**config.mk**
```make
export PLATFORM = sky130hd
export DESIGN_NAME = iqr_builder
export DESIGN_NICKNAME = d
export VERILOG_FILES = /design/src/design/iqr_pkg.sv /design/src/design/iqr_ascii_field.sv /design/src/design/iqr_builder.sv
export SDC_FILE = /design/constraint.sdc
export NUM_CORES = 1
export LEC_CHECK = 0
export ABC_AREA = 0
export CORE_MARGIN = 1.5
export CORE_UTILIZATION = 40
export DETAILED_ROUTE_END_ITERATION = 8
export DONT_BUFFER_PORTS = 1
export PLACE_DENSITY = 0.51
export RECOVER_POWER = 25
export SETUP_SLACK_MARGIN = 0.5
export SLEW_MARGIN = 30
export SYNTH_ARGS = -nofsm -noshare
export SYNTH_HDL_FRONTEND = slang
export SYNTH_SLANG_ARGS = --single-unit
```
**constraint.sdc**
```tcl
create_clock -name core_clk -period 8.1 [get_ports core_clk]
set_input_delay 0.405 -clock core_clk [delete_from_list [all_inputs] [get_ports core_clk]]
set_output_delay 0.405 -clock core_clk [all_outputs]
set_load 0.02 [all_outputs]
```
**src/design/iqr_pkg.sv**
```systemverilog
// ==========================================================
// Register map, field layout and response layout
package iqr_pkg;
	// Register byte addresses
	localparam logic [7:0]  ADDR_CFG0     = 8'h00;
	localparam logic [7:0]  ADDR_CFG1     = 8'h04;
	localparam logic [7:0]  ADDR_VSLEN    = 8'h08;
	localparam logic [7:0]  ADDR_STATUS   = 8'h0C;
	localparam logic [7:0]  ADDR_ASCII0   = 8'h10;
	localparam logic [7:0]  ADDR_ASCII6   = 8'h28;
	localparam int          ASCII_WORDS   = 7;
	// Write masks (reserved bits read as zero) and reset values
	localparam logic [31:0] CFG0_MASK     = 32'h0000_01FF;
	localparam logic [31:0] CFG1_MASK     = 32'hFB03_FFFF;
	localparam logic [31:0] CFG0_RESET    = 32'h0000_001F;
	localparam logic [31:0] CFG1_RESET    = 32'h0000_0200;
	localparam logic [31:0] ASCII_RESET   = 32'h2020_2020;
	// CFG0 fields
	localparam int          F_TYPE        = 0;
	localparam int          F_QUAL        = 5;
	localparam int          F_UNSUPP      = 8;
	// CFG1 fields
	localparam int          F_REMOVABLE   = 0;
	localparam int          F_MODIFIER    = 1;
	localparam int          F_NATVER      = 8;
	localparam int          F_INTLVER_B   = 11;
	localparam int          F_INTLVER_A   = 14;
	localparam int          F_ASYNC_NTFY  = 16;
	localparam int          F_TERM_MSG    = 17;
	localparam int          F_FLAGS7      = 24;
	// Byte-0, byte-2 and byte-3 codes
	localparam logic [7:0]  BYTE0_NO_LUN  = 8'h7F;
	localparam logic [2:0]  QUAL_PRESENT  = 3'h0;
	localparam logic [2:0]  QUAL_RSVD     = 3'h2;
	localparam logic [2:0]  QUAL_NO_LUN   = 3'h3;
	localparam logic [4:0]  TYPE_LAST_STD = 5'h0B;
	localparam logic [4:0]  TYPE_NONE     = 5'h1F;
	localparam logic [4:0]  TYPE_PROC     = 5'h03;
	localparam logic [2:0]  NATVER_MAX    = 3'h2;
	localparam logic [3:0]  RESP_FORMAT   = 4'h2;
	// Response layout
	localparam logic [6:0]  MANDATORY_LEN = 7'h24;
	localparam logic [6:0]  ASCII_FIRST   = 7'h08;
	localparam logic [6:0]  ASCII_END     = 7'h24;
	localparam logic [5:0]  EXTRA_MAX     = 6'h3C;
	localparam logic [6:0]  LEN_HDR       = 7'h05;
	localparam logic [7:0]  ASCII_SPACE   = 8'h20;
	localparam logic [7:0]  ASCII_TILDE   = 8'h7E;
	localparam logic [1:0]  RESP_OKAY     = 2'h0;
	localparam logic [1:0]  RESP_SLVERR   = 2'h2;

	// True for a printable graphic code
	function automatic logic is_graphic(input logic [7:0] b);
		return (b >= ASCII_SPACE) && (b <= ASCII_TILDE);
	endfunction : is_graphic

	// Merge write data into a register under byte strobes and a mask
	function automatic logic [31:0] merge_word(input logic [31:0] old, input logic [31:0] d,
		input logic [3:0] strb, input logic [31:0] mask);
		logic [31:0] r;
		r = old;
		for (int i = 0; i < 4; i++) begin
			if (strb[i]) begin
				r[8*i +: 8] = d[8*i +: 8];
			end
		end
		return r & mask;
	endfunction : merge_word
endpackage : iqr_pkg

```
**src/design/iqr_ascii_field.sv**
```systemverilog
`timescale 1ns/1ps
`default_nettype none
// ==========================================================
// Left-aligned ASCII field cleanup: a 00h byte ends the text, every byte from there on
// becomes a space, and any other non-printable byte is replaced by a space.
module iqr_ascii_field #(
	parameter int N = 8
) (
	input  wire logic [N*8-1:0] raw,    // Field bytes, offset 0 in low bits
	output logic      [N*8-1:0] clean   // Printable, space padded
);
	import iqr_pkg::*;

	// Scan from lowest offset so padding ends up at the highest offsets
	always_comb begin
		logic ended;
		ended = 1'b0;
		clean = '0;
		for (int i = 0; i < N; i++) begin
			if (raw[8*i +: 8] == 8'h00) begin
				ended = 1'b1;
			end
			if (ended || !is_graphic(raw[8*i +: 8])) begin
				clean[8*i +: 8] = ASCII_SPACE;
			end else begin
				clean[8*i +: 8] = raw[8*i +: 8];
			end
		end
	end
endmodule : iqr_ascii_field
`default_nettype wire

```
**src/design/iqr_builder.sv**
```systemverilog
// The address map and the AXI4-Lite slave port are this design's own decisions.
`timescale 1ns/1ps
`default_nettype none
// ==========================================================
// Standard identification response builder with AXI4-Lite configuration
module iqr_builder (
	input  wire logic        core_clk,       // System clock, 100 MHz
	input  wire logic        rst_n,          // Asynchronous reset, active low
	input  wire logic [7:0]  s_axi_awaddr,   // Write address
	input  wire logic        s_axi_awvalid,  // Write address valid
	output logic             s_axi_awready,  // Write address ready
	input  wire logic [31:0] s_axi_wdata,    // Write data
	input  wire logic [3:0]  s_axi_wstrb,    // Write byte strobes
	input  wire logic        s_axi_wvalid,   // Write data valid
	output logic             s_axi_wready,   // Write data ready
	output logic [1:0]       s_axi_bresp,    // Write response
	output logic             s_axi_bvalid,   // Write response valid
	input  wire logic        s_axi_bready,   // Write response ready
	input  wire logic [7:0]  s_axi_araddr,   // Read address
	input  wire logic        s_axi_arvalid,  // Read address valid
	output logic             s_axi_arready,  // Read address ready
	output logic [31:0]      s_axi_rdata,    // Read data
	output logic [1:0]       s_axi_rresp,    // Read response
	output logic             s_axi_rvalid,   // Read data valid
	input  wire logic        s_axi_rready,   // Read data ready
	input  wire logic        cmd_valid,      // Request for the response
	input  wire logic [7:0]  cmd_alloc_len,  // Allocation length in bytes
	output logic             cmd_ready,      // Idle, request accepted
	output logic             data_valid,     // Response byte valid
	output logic [7:0]       data_byte,      // Response byte
	output logic             data_last,      // Last byte of the transfer
	input  wire logic        data_ready,     // Initiator side takes byte
	output logic             cmd_done        // One-cycle end of transfer
);
	import iqr_pkg::*;

	// ==========================================================
	// State
	typedef struct packed {
		logic                         awready;
		logic                         wready;
		logic                         bvalid;
		logic [1:0]                   bresp;
		logic                         aw_got;
		logic                         w_got;
		logic [7:0]                   aw_addr;
		logic [31:0]                  w_data;
		logic [3:0]                   w_strb;
		logic                         arready;
		logic                         rvalid;
		logic [1:0]                   rresp;
		logic [31:0]                  rdata;
		logic [31:0]                  cfg0;
		logic [31:0]                  cfg1;
		logic [5:0]                   extra;
		logic [ASCII_WORDS-1:0][31:0] ascii;
		logic                         busy;
		logic                         cmd_ready;
		logic                         data_valid;
		logic                         data_last;
		logic                         done;
		logic [7:0]                   data_byte;
		logic [6:0]                   idx;
		logic [7:0]                   limit;
		logic [7:0]                   sent;
	} iqr_state_type;

	iqr_state_type st;
	iqr_state_type next_st;

	// ==========================================================
	// ASCII fields, cleaned and padded
	logic [ASCII_WORDS*32-1:0] ascii_raw;
	logic [ASCII_WORDS*32-1:0] ascii_clean;
	logic [6:0]                total_len;
	logic [7:0]                addl_len;

	assign ascii_raw = st.ascii;

	// Vendor 8, product 16, revision 4 bytes
	iqr_ascii_field #(.N(8)) u_vendor (
		.raw   (ascii_raw[63:0]),
		.clean (ascii_clean[63:0])
	);
	iqr_ascii_field #(.N(16)) u_product (
		.raw   (ascii_raw[191:64]),
		.clean (ascii_clean[191:64])
	);
	iqr_ascii_field #(.N(4)) u_revision (
		.raw   (ascii_raw[223:192]),
		.clean (ascii_clean[223:192])
	);

	// Response length: 36 mandatory plus vendor bytes, additional length counts after byte 4
	assign total_len = MANDATORY_LEN + {1'b0, st.extra};
	assign addl_len  = {1'b0, total_len - LEN_HDR};

	// ==========================================================
	// Response byte at a given offset
	function automatic logic [7:0] resp_byte(input logic [6:0] i, input logic [31:0] c0,
		input logic [31:0] c1, input logic [ASCII_WORDS*32-1:0] asc, input logic [7:0] al);
		logic [2:0] q;
		logic [4:0] t;
		logic [7:0] f;
		logic [2:0] nv;
		logic [7:0] b;
		q  = c0[F_QUAL +: 3];
		t  = c0[F_TYPE +: 5];
		f  = c1[F_FLAGS7 +: 8];
		nv = c1[F_NATVER +: 3];
		b  = 8'h00;
		if (t > TYPE_LAST_STD) begin
			t = TYPE_NONE;
		end
		if (q == QUAL_RSVD) begin
			q = QUAL_NO_LUN;
		end
		if (q == QUAL_NO_LUN) begin
			t = TYPE_NONE;
		end
		case (i)
			7'h00: begin
				if (c0[F_UNSUPP]) begin
					b = BYTE0_NO_LUN;
				end else begin
					b = {q, t};
				end
			end
			7'h01: b = {c1[F_REMOVABLE], c1[F_MODIFIER +: 7]};
			7'h02: begin
				if (nv > NATVER_MAX) begin
					nv = 3'h0;
				end
				b = {c1[F_INTLVER_A +: 2], c1[F_INTLVER_B +: 3], nv};
			end
			7'h03: begin
				// Async notify is reserved unless the type is a processor
				b = {c1[F_ASYNC_NTFY] && (t == TYPE_PROC) && !c0[F_UNSUPP],
					c1[F_TERM_MSG], 2'b00, RESP_FORMAT};
			end
			7'h04: b = al;
			7'h07: begin
				// Relative addressing implies linked commands
				b = {f[7:6], f[5], f[4], f[3] | f[7], 1'b0, f[1], f[0]};
			end
			default: begin
				if (i >= ASCII_FIRST && i < ASCII_END) begin
					b = asc[8*(i - ASCII_FIRST) +: 8];
				end else begin
					b = 8'h00;
				end
			end
		endcase
		return b;
	endfunction : resp_byte

	// Register read value
	function automatic logic [31:0] read_word(input iqr_state_type s, input logic [7:0] a,
		input logic [6:0] tl);
		logic [31:0] r;
		r = 32'h0;
		if (a == ADDR_CFG0) begin
			r = s.cfg0;
		end else if (a == ADDR_CFG1) begin
			r = s.cfg1;
		end else if (a == ADDR_VSLEN) begin
			r = {26'h0, s.extra};
		end else if (a == ADDR_STATUS) begin
			r = {9'h0, tl, s.sent, 7'h0, s.busy};
		end else if (a >= ADDR_ASCII0 && a <= ADDR_ASCII6) begin
			r = s.ascii[3'((a - ADDR_ASCII0) >> 2)];
		end
		return r;
	endfunction : read_word

	// True for a mapped register address
	function automatic logic addr_ok(input logic [7:0] a);
		return (a[1:0] == 2'b00) && (a <= ADDR_ASCII6);
	endfunction : addr_ok

	// ==========================================================
	// Next state
	always_comb begin
		logic [7:0] lim;
		logic [5:0] ex;
		lim     = 8'h00;
		ex      = 6'h00;
		next_st = st;
		next_st.done = 1'b0;

		// Write channel: address and data taken in either order
		if (s_axi_awvalid && st.awready) begin
			next_st.aw_got  = 1'b1;
			next_st.aw_addr = s_axi_awaddr;
			next_st.awready = 1'b0;
		end
		if (s_axi_wvalid && st.wready) begin
			next_st.w_got  = 1'b1;
			next_st.w_data = s_axi_wdata;
			next_st.w_strb = s_axi_wstrb;
			next_st.wready = 1'b0;
		end
		if (st.aw_got && st.w_got && !st.bvalid) begin
			next_st.aw_got = 1'b0;
			next_st.w_got  = 1'b0;
			next_st.bvalid = 1'b1;
			next_st.bresp  = addr_ok(st.aw_addr) ? RESP_OKAY : RESP_SLVERR;
			if (st.aw_addr == ADDR_CFG0) begin
				next_st.cfg0 = merge_word(st.cfg0, st.w_data, st.w_strb, CFG0_MASK);
			end else if (st.aw_addr == ADDR_CFG1) begin
				next_st.cfg1 = merge_word(st.cfg1, st.w_data, st.w_strb, CFG1_MASK);
			end else if (st.aw_addr == ADDR_VSLEN && st.w_strb[0]) begin
				ex = st.w_data[5:0];
				next_st.extra = (ex > EXTRA_MAX) ? EXTRA_MAX : ex;
			end else if (st.aw_addr >= ADDR_ASCII0 && st.aw_addr <= ADDR_ASCII6
				&& st.aw_addr[1:0] == 2'b00) begin
				next_st.ascii[3'((st.aw_addr - ADDR_ASCII0) >> 2)] = merge_word(
					st.ascii[3'((st.aw_addr - ADDR_ASCII0) >> 2)], st.w_data, st.w_strb,
					32'hFFFF_FFFF);
			end
		end
		if (st.bvalid && s_axi_bready) begin
			next_st.bvalid  = 1'b0;
			next_st.awready = 1'b1;
			next_st.wready  = 1'b1;
		end

		// Read channel
		if (s_axi_arvalid && st.arready) begin
			next_st.arready = 1'b0;
			next_st.rvalid  = 1'b1;
			next_st.rdata   = read_word(st, s_axi_araddr, total_len);
			next_st.rresp   = addr_ok(s_axi_araddr) ? RESP_OKAY : RESP_SLVERR;
		end
		if (st.rvalid && s_axi_rready) begin
			next_st.rvalid  = 1'b0;
			next_st.arready = 1'b1;
		end

		// Response stream: bytes in ascending order up to the smaller length
		if (!st.busy) begin
			if (cmd_valid && st.cmd_ready) begin
				lim = ({1'b0, total_len} < cmd_alloc_len) ? {1'b0, total_len} : cmd_alloc_len;
				next_st.limit = lim;
				next_st.sent  = 8'h00;
				next_st.idx   = 7'h00;
				if (lim == 8'h00) begin
					next_st.done = 1'b1;
				end else begin
					next_st.busy       = 1'b1;
					next_st.cmd_ready  = 1'b0;
					next_st.data_valid = 1'b1;
					next_st.data_byte  = resp_byte(7'h00, st.cfg0, st.cfg1, ascii_clean,
						addl_len);
					next_st.data_last  = (lim == 8'h01);
				end
			end
		end else if (st.data_valid && data_ready) begin
			next_st.sent = st.sent + 8'h01;
			if (st.data_last) begin
				next_st.busy       = 1'b0;
				next_st.cmd_ready  = 1'b1;
				next_st.data_valid = 1'b0;
				next_st.data_last  = 1'b0;
				next_st.done       = 1'b1;
			end else begin
				next_st.idx       = st.idx + 7'h01;
				next_st.data_byte = resp_byte(st.idx + 7'h01, st.cfg0, st.cfg1, ascii_clean,
					addl_len);
				next_st.data_last = ({1'b0, st.idx} + 8'h02 == st.limit);
			end
		end
	end

	// ==========================================================
	// State register
	always_ff @(posedge core_clk or negedge rst_n) begin
		if (!rst_n) begin
			st            <= '0;
			st.awready    <= 1'b1;
			st.wready     <= 1'b1;
			st.arready    <= 1'b1;
			st.cmd_ready  <= 1'b1;
			st.cfg0       <= CFG0_RESET;
			st.cfg1       <= CFG1_RESET;
			st.ascii      <= {ASCII_WORDS{ASCII_RESET}};
		end else begin
			st <= next_st;
		end
	end

	// Outputs straight from the state register
	assign s_axi_awready = st.awready;
	assign s_axi_wready  = st.wready;
	assign s_axi_bvalid  = st.bvalid;
	assign s_axi_bresp   = st.bresp;
	assign s_axi_arready = st.arready;
	assign s_axi_rvalid  = st.rvalid;
	assign s_axi_rdata   = st.rdata;
	assign s_axi_rresp   = st.rresp;
	assign cmd_ready     = st.cmd_ready;
	assign data_valid    = st.data_valid;
	assign data_byte     = st.data_byte;
	assign data_last     = st.data_last;
	assign cmd_done      = st.done;
endmodule : iqr_builder
`default_nettype wire

```
After elaboration in Yosys (flattened, before gate mapping)
Index checks and enable logic that the tools add are counted.
- register bits after elaboration: 387
- input bits: 69
- output and inout bits: 53
- logic and storage cells: 433
- $add $sub $neg: 8
- order comparisons: 69
- equal/unequal tests: 20
- shifts and indexed selects: 1
- mux-type cells: 134
- bitwise operators: 5
- reductions and logical operators: 160
- operators by type and width (operator ; number):
    8-bit 2-to-1 mux ; 59
    32-bit 2-to-1 mux ; 8
    8-bit zero test ; 31
    224-bit bitwise mux ; 1
    8-bit by 6-bit >= comparator with 1-bit output, second input constant ; 28
    8-bit by 7-bit <= comparator with 1-bit output, second input constant ; 28
    224-bit by 33-bit variable part select with 8-bit output ; 1
    32-bit binary-select mux with 3-bit select ; 2
    32-bit demux with 3-bit select ; 1
    36-bit 2-to-1 mux ; 2
    8-bit one-hot mux with 6 select lines ; 1
    1-bit logical AND ; 47
    20-bit 2-to-1 mux ; 2
    1-bit 2-to-1 mux ; 35
    5-bit 2-to-1 mux ; 7
    1-bit zero test ; 30
    3-bit 2-to-1 mux ; 10
    1-bit logical OR ; 28
    4-bit AND reduction ; 7
    8-bit by 4-bit equality test with 1-bit output, second input constant ; 3
    8-bit by 3-bit equality test with 1-bit output, second input constant ; 2
    8-bit by 5-bit >= comparator with 1-bit output, second input constant ; 2
    8-bit by 6-bit <= comparator with 1-bit output, second input constant ; 2
    15-bit 2-to-1 mux ; 1
    35 further kinds ; 59

Depth between registers and ports, before layout
- depth in word-level cells: 25
- depth in mapped cells: 13
- mapped depth without buffers: 12

By module
Synthesis repeated with hierarchy kept, for this count alone.
- cells, all modules: 2727
- area total of the unflattened synthesis: 25154.1 um2
- modules (own cells, without submodules) (module ; times used ; cells each ; area an instance (um2) ; sequential area each (um2)):
    iqr_builder ; 1 ; 2174 ; 21942.3 ; 9681.8
    iqr_ascii_field at u_product ; 1 ; 322 ; 1779.2 ; 0.0
    iqr_ascii_field at u_vendor ; 1 ; 163 ; 1012.2 ; 0.0
    iqr_ascii_field at u_revision ; 1 ; 68 ; 420.4 ; 0.0

Worst setup path after synthesis
No wires, ideal clock.
- kind: flip-flop to flip-flop
- start point: register st[17] (netlist name)
- end point: register st (netlist bit data_byte[3])
- setup time: 67 ps
- arrival time: 2872 ps
- data required time: 8033 ps
- path slack: 5162 ps
- stages on the path, launching flop included: 13
- path buffers: 1
- clock period less this slack: 2938 ps
- cell sequence: dfrtp_1 ha_1 nand2_1 xnor2_2 inv_1 clkbuf_1 ha_1 nor3_1 o21ai_1 nand2b_1 or3_1 o41ai_1 a221o_1
- cells in the longest elaborated chain, start to end: 8
- elaborated cells on any way between the ends: 17
- those cells by class: 2 x add/sub; 2 x order compare; 5 x eq/ne; 1 x shift; 5 x mux; 2 x reduce/logical
- ends and longest elaborated chain (what ; line ; source):
    start: declaration ; iqr_builder.sv:68 ; iqr_state_type st;
    start signal: assignment ; iqr_builder.sv:288 ; st <= next_st;
    7-bit by 1-bit adder with 7-bit output * ; iqr_builder.sv:268 ; next_st.data_byte = resp_byte(st.idx + 7'h01, st.cfg0, st.cfg1, ascii_clean,
    7-bit by 4-bit subtractor with 8-bit output, or another cell as far along ; iqr_builder.sv:148 ; b = asc[8*(i - ASCII_FIRST) +: 8];
    224-bit by 33-bit variable part select with 8-bit output / 1-bit logical AND (equally long branches) ; iqr_builder.sv:148, iqr_builder.sv:147 ;
    8-bit 2-to-1 mux ; iqr_builder.sv:147 ; if (i >= ASCII_FIRST && i < ASCII_END) begin
    8-bit one-hot mux with 6 select lines * ; iqr_builder.sv:121 ; case (i)
    15-bit 2-to-1 mux * ; iqr_builder.sv:260 ; if (st.data_last) begin
    20-bit 2-to-1 mux * ; iqr_builder.sv:258 ; end else if (st.data_valid && data_ready) begin
    20-bit 2-to-1 mux * ; iqr_builder.sv:241 ; if (!st.busy) begin
Every way passes the cells marked *; elsewhere a longest branch is shown, timed or not. The select of a mux whose other input is x is not followed.
A chain may end at the register's enable or synchronous reset.

Final worst setup path
Ends and elaborated chain as after synthesis.

==> summary.md <==
| Metric | Value |
|---|---|
| Run status | finished, violations left |
| Failing checks | negative hold slack, max-slew violations |
| Clock buffer depth | 3 |
| Avg Cell Area, Syn | roughly 9 sq um |
| Most common cell after layout, fill and taps aside | dfrtp_1 |
| Post-route insts no fill | ~3300 |
| Max stage delay on crit path | about 0.66 ns |
| Mux cell area share after synthesis | about 15% |
| Worst Hold Class | in2async |
| Clock slew at reported path FFs | 0.07 ns |
| Syn Inst Count | 2525 |
| CP max FO | 16 |
| Max-cap violations | 0 |
| Worst VDD drop | around 0.00017 V |
| Via count | 20600 |
| FFs w/ async S/R, synth | 100% |
| Vias in the first global route | 19500 |
| DRC errors left | 0 |
| DR iter-0 viols | 2508 |
| Fmax | 244 MHz |
| Most used DFF post-synth | dfrtp_1 |
| Design area | 25300 sq um |
| Postcts setup bufs | 0 |
| Pins Over Slew Limit | around 220 |
| Kind of start point of the critical path | flip-flop |
| Placed insts | between 3000 and 4000 |
| Simple logic cell fraction of the synthesized area | 17.7% |
| Vias/cell | 6.33 |
| Final Cycle Share | between 50% and 60% |
| GRT Util Overall | 32.9% |
| Die area | between 50000 and 60000 sq um |
| CP Cell Sequence | ha_1, nand2_1, xnor2_2, buf_4, inv_1, ha_1, inv_1, nand2b_1, or3_1, o41ai_1, a221o_1 |
| Die width | 242 um |
| Layout cells sized above 1 | 12.8% |
| Root Buffer | clkbuf_16 |
| Place WS | ~4 ns |
| Tot Pwr | 6.67 mW |
| Data arrival, critical path | 4.62 ns |
| P_leak | 10.3 nW |
| Largest net degree at the start of global routing | approximately 390 |
| Detailed Routing Iterations Pass 1 | 7 |
| Layout overhead on the synthesized area | 10.2% |
| Total CTS buffers | 45 |
| Worst skew pair latency | ~0.6 ns |
| Hold_buf cts | 54 |
| Yosys Warn Count | 0 |
| Critical-path top delay cell | inv_1 |
| Nets | 2541 |
| Largest delay contributor family on the critical path | buffers and inverters |
| Netlist cell types | 79 |
| Row Count | 87 |
| Final Wtd Congestion | ~1 |
| Initial antenna violation count | 4 |
| PD cells | 264 nW/um^2 |
| Max H-tree Level | 2 |
| Final Hold Viols | 351 |
| Final hold slack | -0.484 ns |
| CTS sink cnt | around 390 |
| Half-perimeter wire length after placement | approximately 70000 um |
| Commonest cells after routing, fill and taps aside | 344 x dfrtp_1, 309 x nor2_1, 279 x nand2_1 |
| Setup crit end kind | flip-flop |
| Compound-gate portion of the synthesized area | 18.6% |
| Final Critical Period | approximately 4 ns |
| IO Port Bufs | 0 |
| Fin Setup TNS | 0 ns |
| FF-to-FF setup slack | 4.00 ns |
| Post-synthesis adder-cell area fraction | 0.982% |
| ANT nets after route | 0 |
| Initial core utilization | 40.6% |
| WL/cell | around 30 um |
| RSZ-0062 raised after global routing | no |
| Synth Cell Area | 22900 sq um |
| Largest family of logic cells by synthesized area | compound AO/OA/AOI/OAI gates |
| I/O pin count | 122 |
| Final WL | between 90000 and 100000 um |
| Number of synthesized flops with an enable pin | 0 |
| Post-Place Cell Area | 23200 sq um |
| Critical Path RT | ~8.6 ns |
| Post_cts resized | 0 |
| FF+latch count, synth | slightly below 400 |
| Pin slew with the least headroom to its limit | 2.08 ns |
| Register area share after synthesis | 42.2% |
| Clock Skew | about 0.019 ns |
| Die height | 242 um |
| First-pass GRT wire length | 142000 um |
| Crit path kind | reg2reg |
| Post-synthesis xor/xnor area fraction | less than 1% |
| Post-route setup slack | 4.00 ns |
| CTS tree | yes |
| Util after Layout | 44.8% |
| Total grt overflow | 0 |
| Crit path buf inv count | 3 |
| Core area | 56500 sq um |
| Setup violators final | 0 |
| Rel. slew slack | -38.9% |
-- cell type report --
class	count	area, sq um
clock inverter	17	149
antenna	4	10.0
clock buffer	67	1360
tap	756	946
sequential	385	9690
inverter	46	173
fill	5502	31200
timing repair buffer	80	736
multi-input combinational	1896	12200
-- synthesized netlist by cell type, types with 9 or more instances --
master / instances / area share [%]
xnor2_1: 17 / 0.65
nor2b_1: 10 / 0.27
nor3_1: 45 / 0.98
nand2_1: 284 / 4.6
nand2b_1: 16 / 0.44
a221oi_1: 37 / 1.4
buf_1: 15 / 0.25
a22o_1: 20 / 0.76
ha_1: 18 / 0.98
inv_1: 46 / 0.75
mux4_2: 64 / 6.3
a31oi_1: 10 / 0.27
buf_4: 44 / 1.4
mux2i_1: 99 / 4.3
a222oi_1: 15 / 0.65
a211oi_1: 9 / 0.29
nand4_1: 37 / 1.0
a21oi_1: 247 / 5.4
buf_2: 9 / 0.20
clkbuf_1: 129 / 2.1
nor4_1: 48 / 1.3
nor2_1: 311 / 5.1
o21ai_0: 253 / 5.5
o211ai_1: 9 / 0.29
nand3_1: 70 / 1.5
or4_1: 9 / 0.29
a22oi_1: 33 / 1.1
and3_1: 18 / 0.49
mux2_2: 82 / 4.0
dfstp_2: 38 / 4.4
dfrtp_1: 347 / 38
-- registers in the layout (all words and copies together) (netlist names) --
signal and flops:
data_valid 1, data_last 1, s_axi_bvalid 1, cmd_done 1, ascii_raw 224, cmd_ready 1
s_axi_awready 1, s_axi_rvalid 1, st 110, s_axi_bresp 1, data_byte 8, s_axi_rresp 1
s_axi_arready 1, s_axi_rdata 32, s_axi_wready 1
-- metal layers --
metal | vias to the layer above | track usage, % | wire length, um | part of all wire [%]
met4 | 4 | 10.5 | 3290 | 3.4
met1 | 10300 | 47.0 | 43100 | 44
li1 | 9135 | - | - | -
met2 | 949 | 49.9 | 43200 | 44
met3 | 174 | 6.58 | 7850 | 8.1
met5 | - | 0 | 21 | 0.022
-- worst reg2reg max path, delay by kind of cell (launching register included) --
kind	cells	cell delay [ns]
AOI/OAI and AO/OA	2	0.62
xor gates and xnor gates	1	0.16
adders and majority gates	2	0.83
buffers and inverters	3	1.26
DFF	1	0.53
and+or+nand+nor	3	0.63
-- power breakdown --
group	leakage (nW)	internal, mW	switching [mW]	total (mW)
Sequential	5.11	2.24	0.729	2.97
Combinational	4.39	0.659	0.951	1.61
Clock	0.753	1.23	0.862	2.09
-- path summary, 6_finish.rpt --
| path | start | endpoint | cells after the start |
|---|---|---|---|
| worst min register to register | st[410] | st[410] | 1 |
| min in group core_clk | cmd_alloc_len[2] | st[10] | 2 |
| max in group asynchronous | rst_n | st[404] | 0 |
| worst min-delay path | rst_n | s_axi_rdata[29] | 0 |
| worst max-delay path | st[17] | data_byte[3] | 11 |
| worst max register to register | st[17] | data_byte[3] | 11 |
-- cell families (layout without fill, tap and decap cells) --
| group | Yosys count | count (layout) |
|---|---|---|
| and+or+nand+nor | 895 | 895 |
| DFF | 385 | 385 |
| muxes | 245 | 245 |
| xor gates and xnor gates | 24 | 24 |
| other | 1 | 6 |
| adders and majority gates | 18 | 18 |
| AOI/OAI and AO/OA | 712 | 712 |
| buffers and inverters | 245 | 210 |
Power figures use the tool's default switching activity.
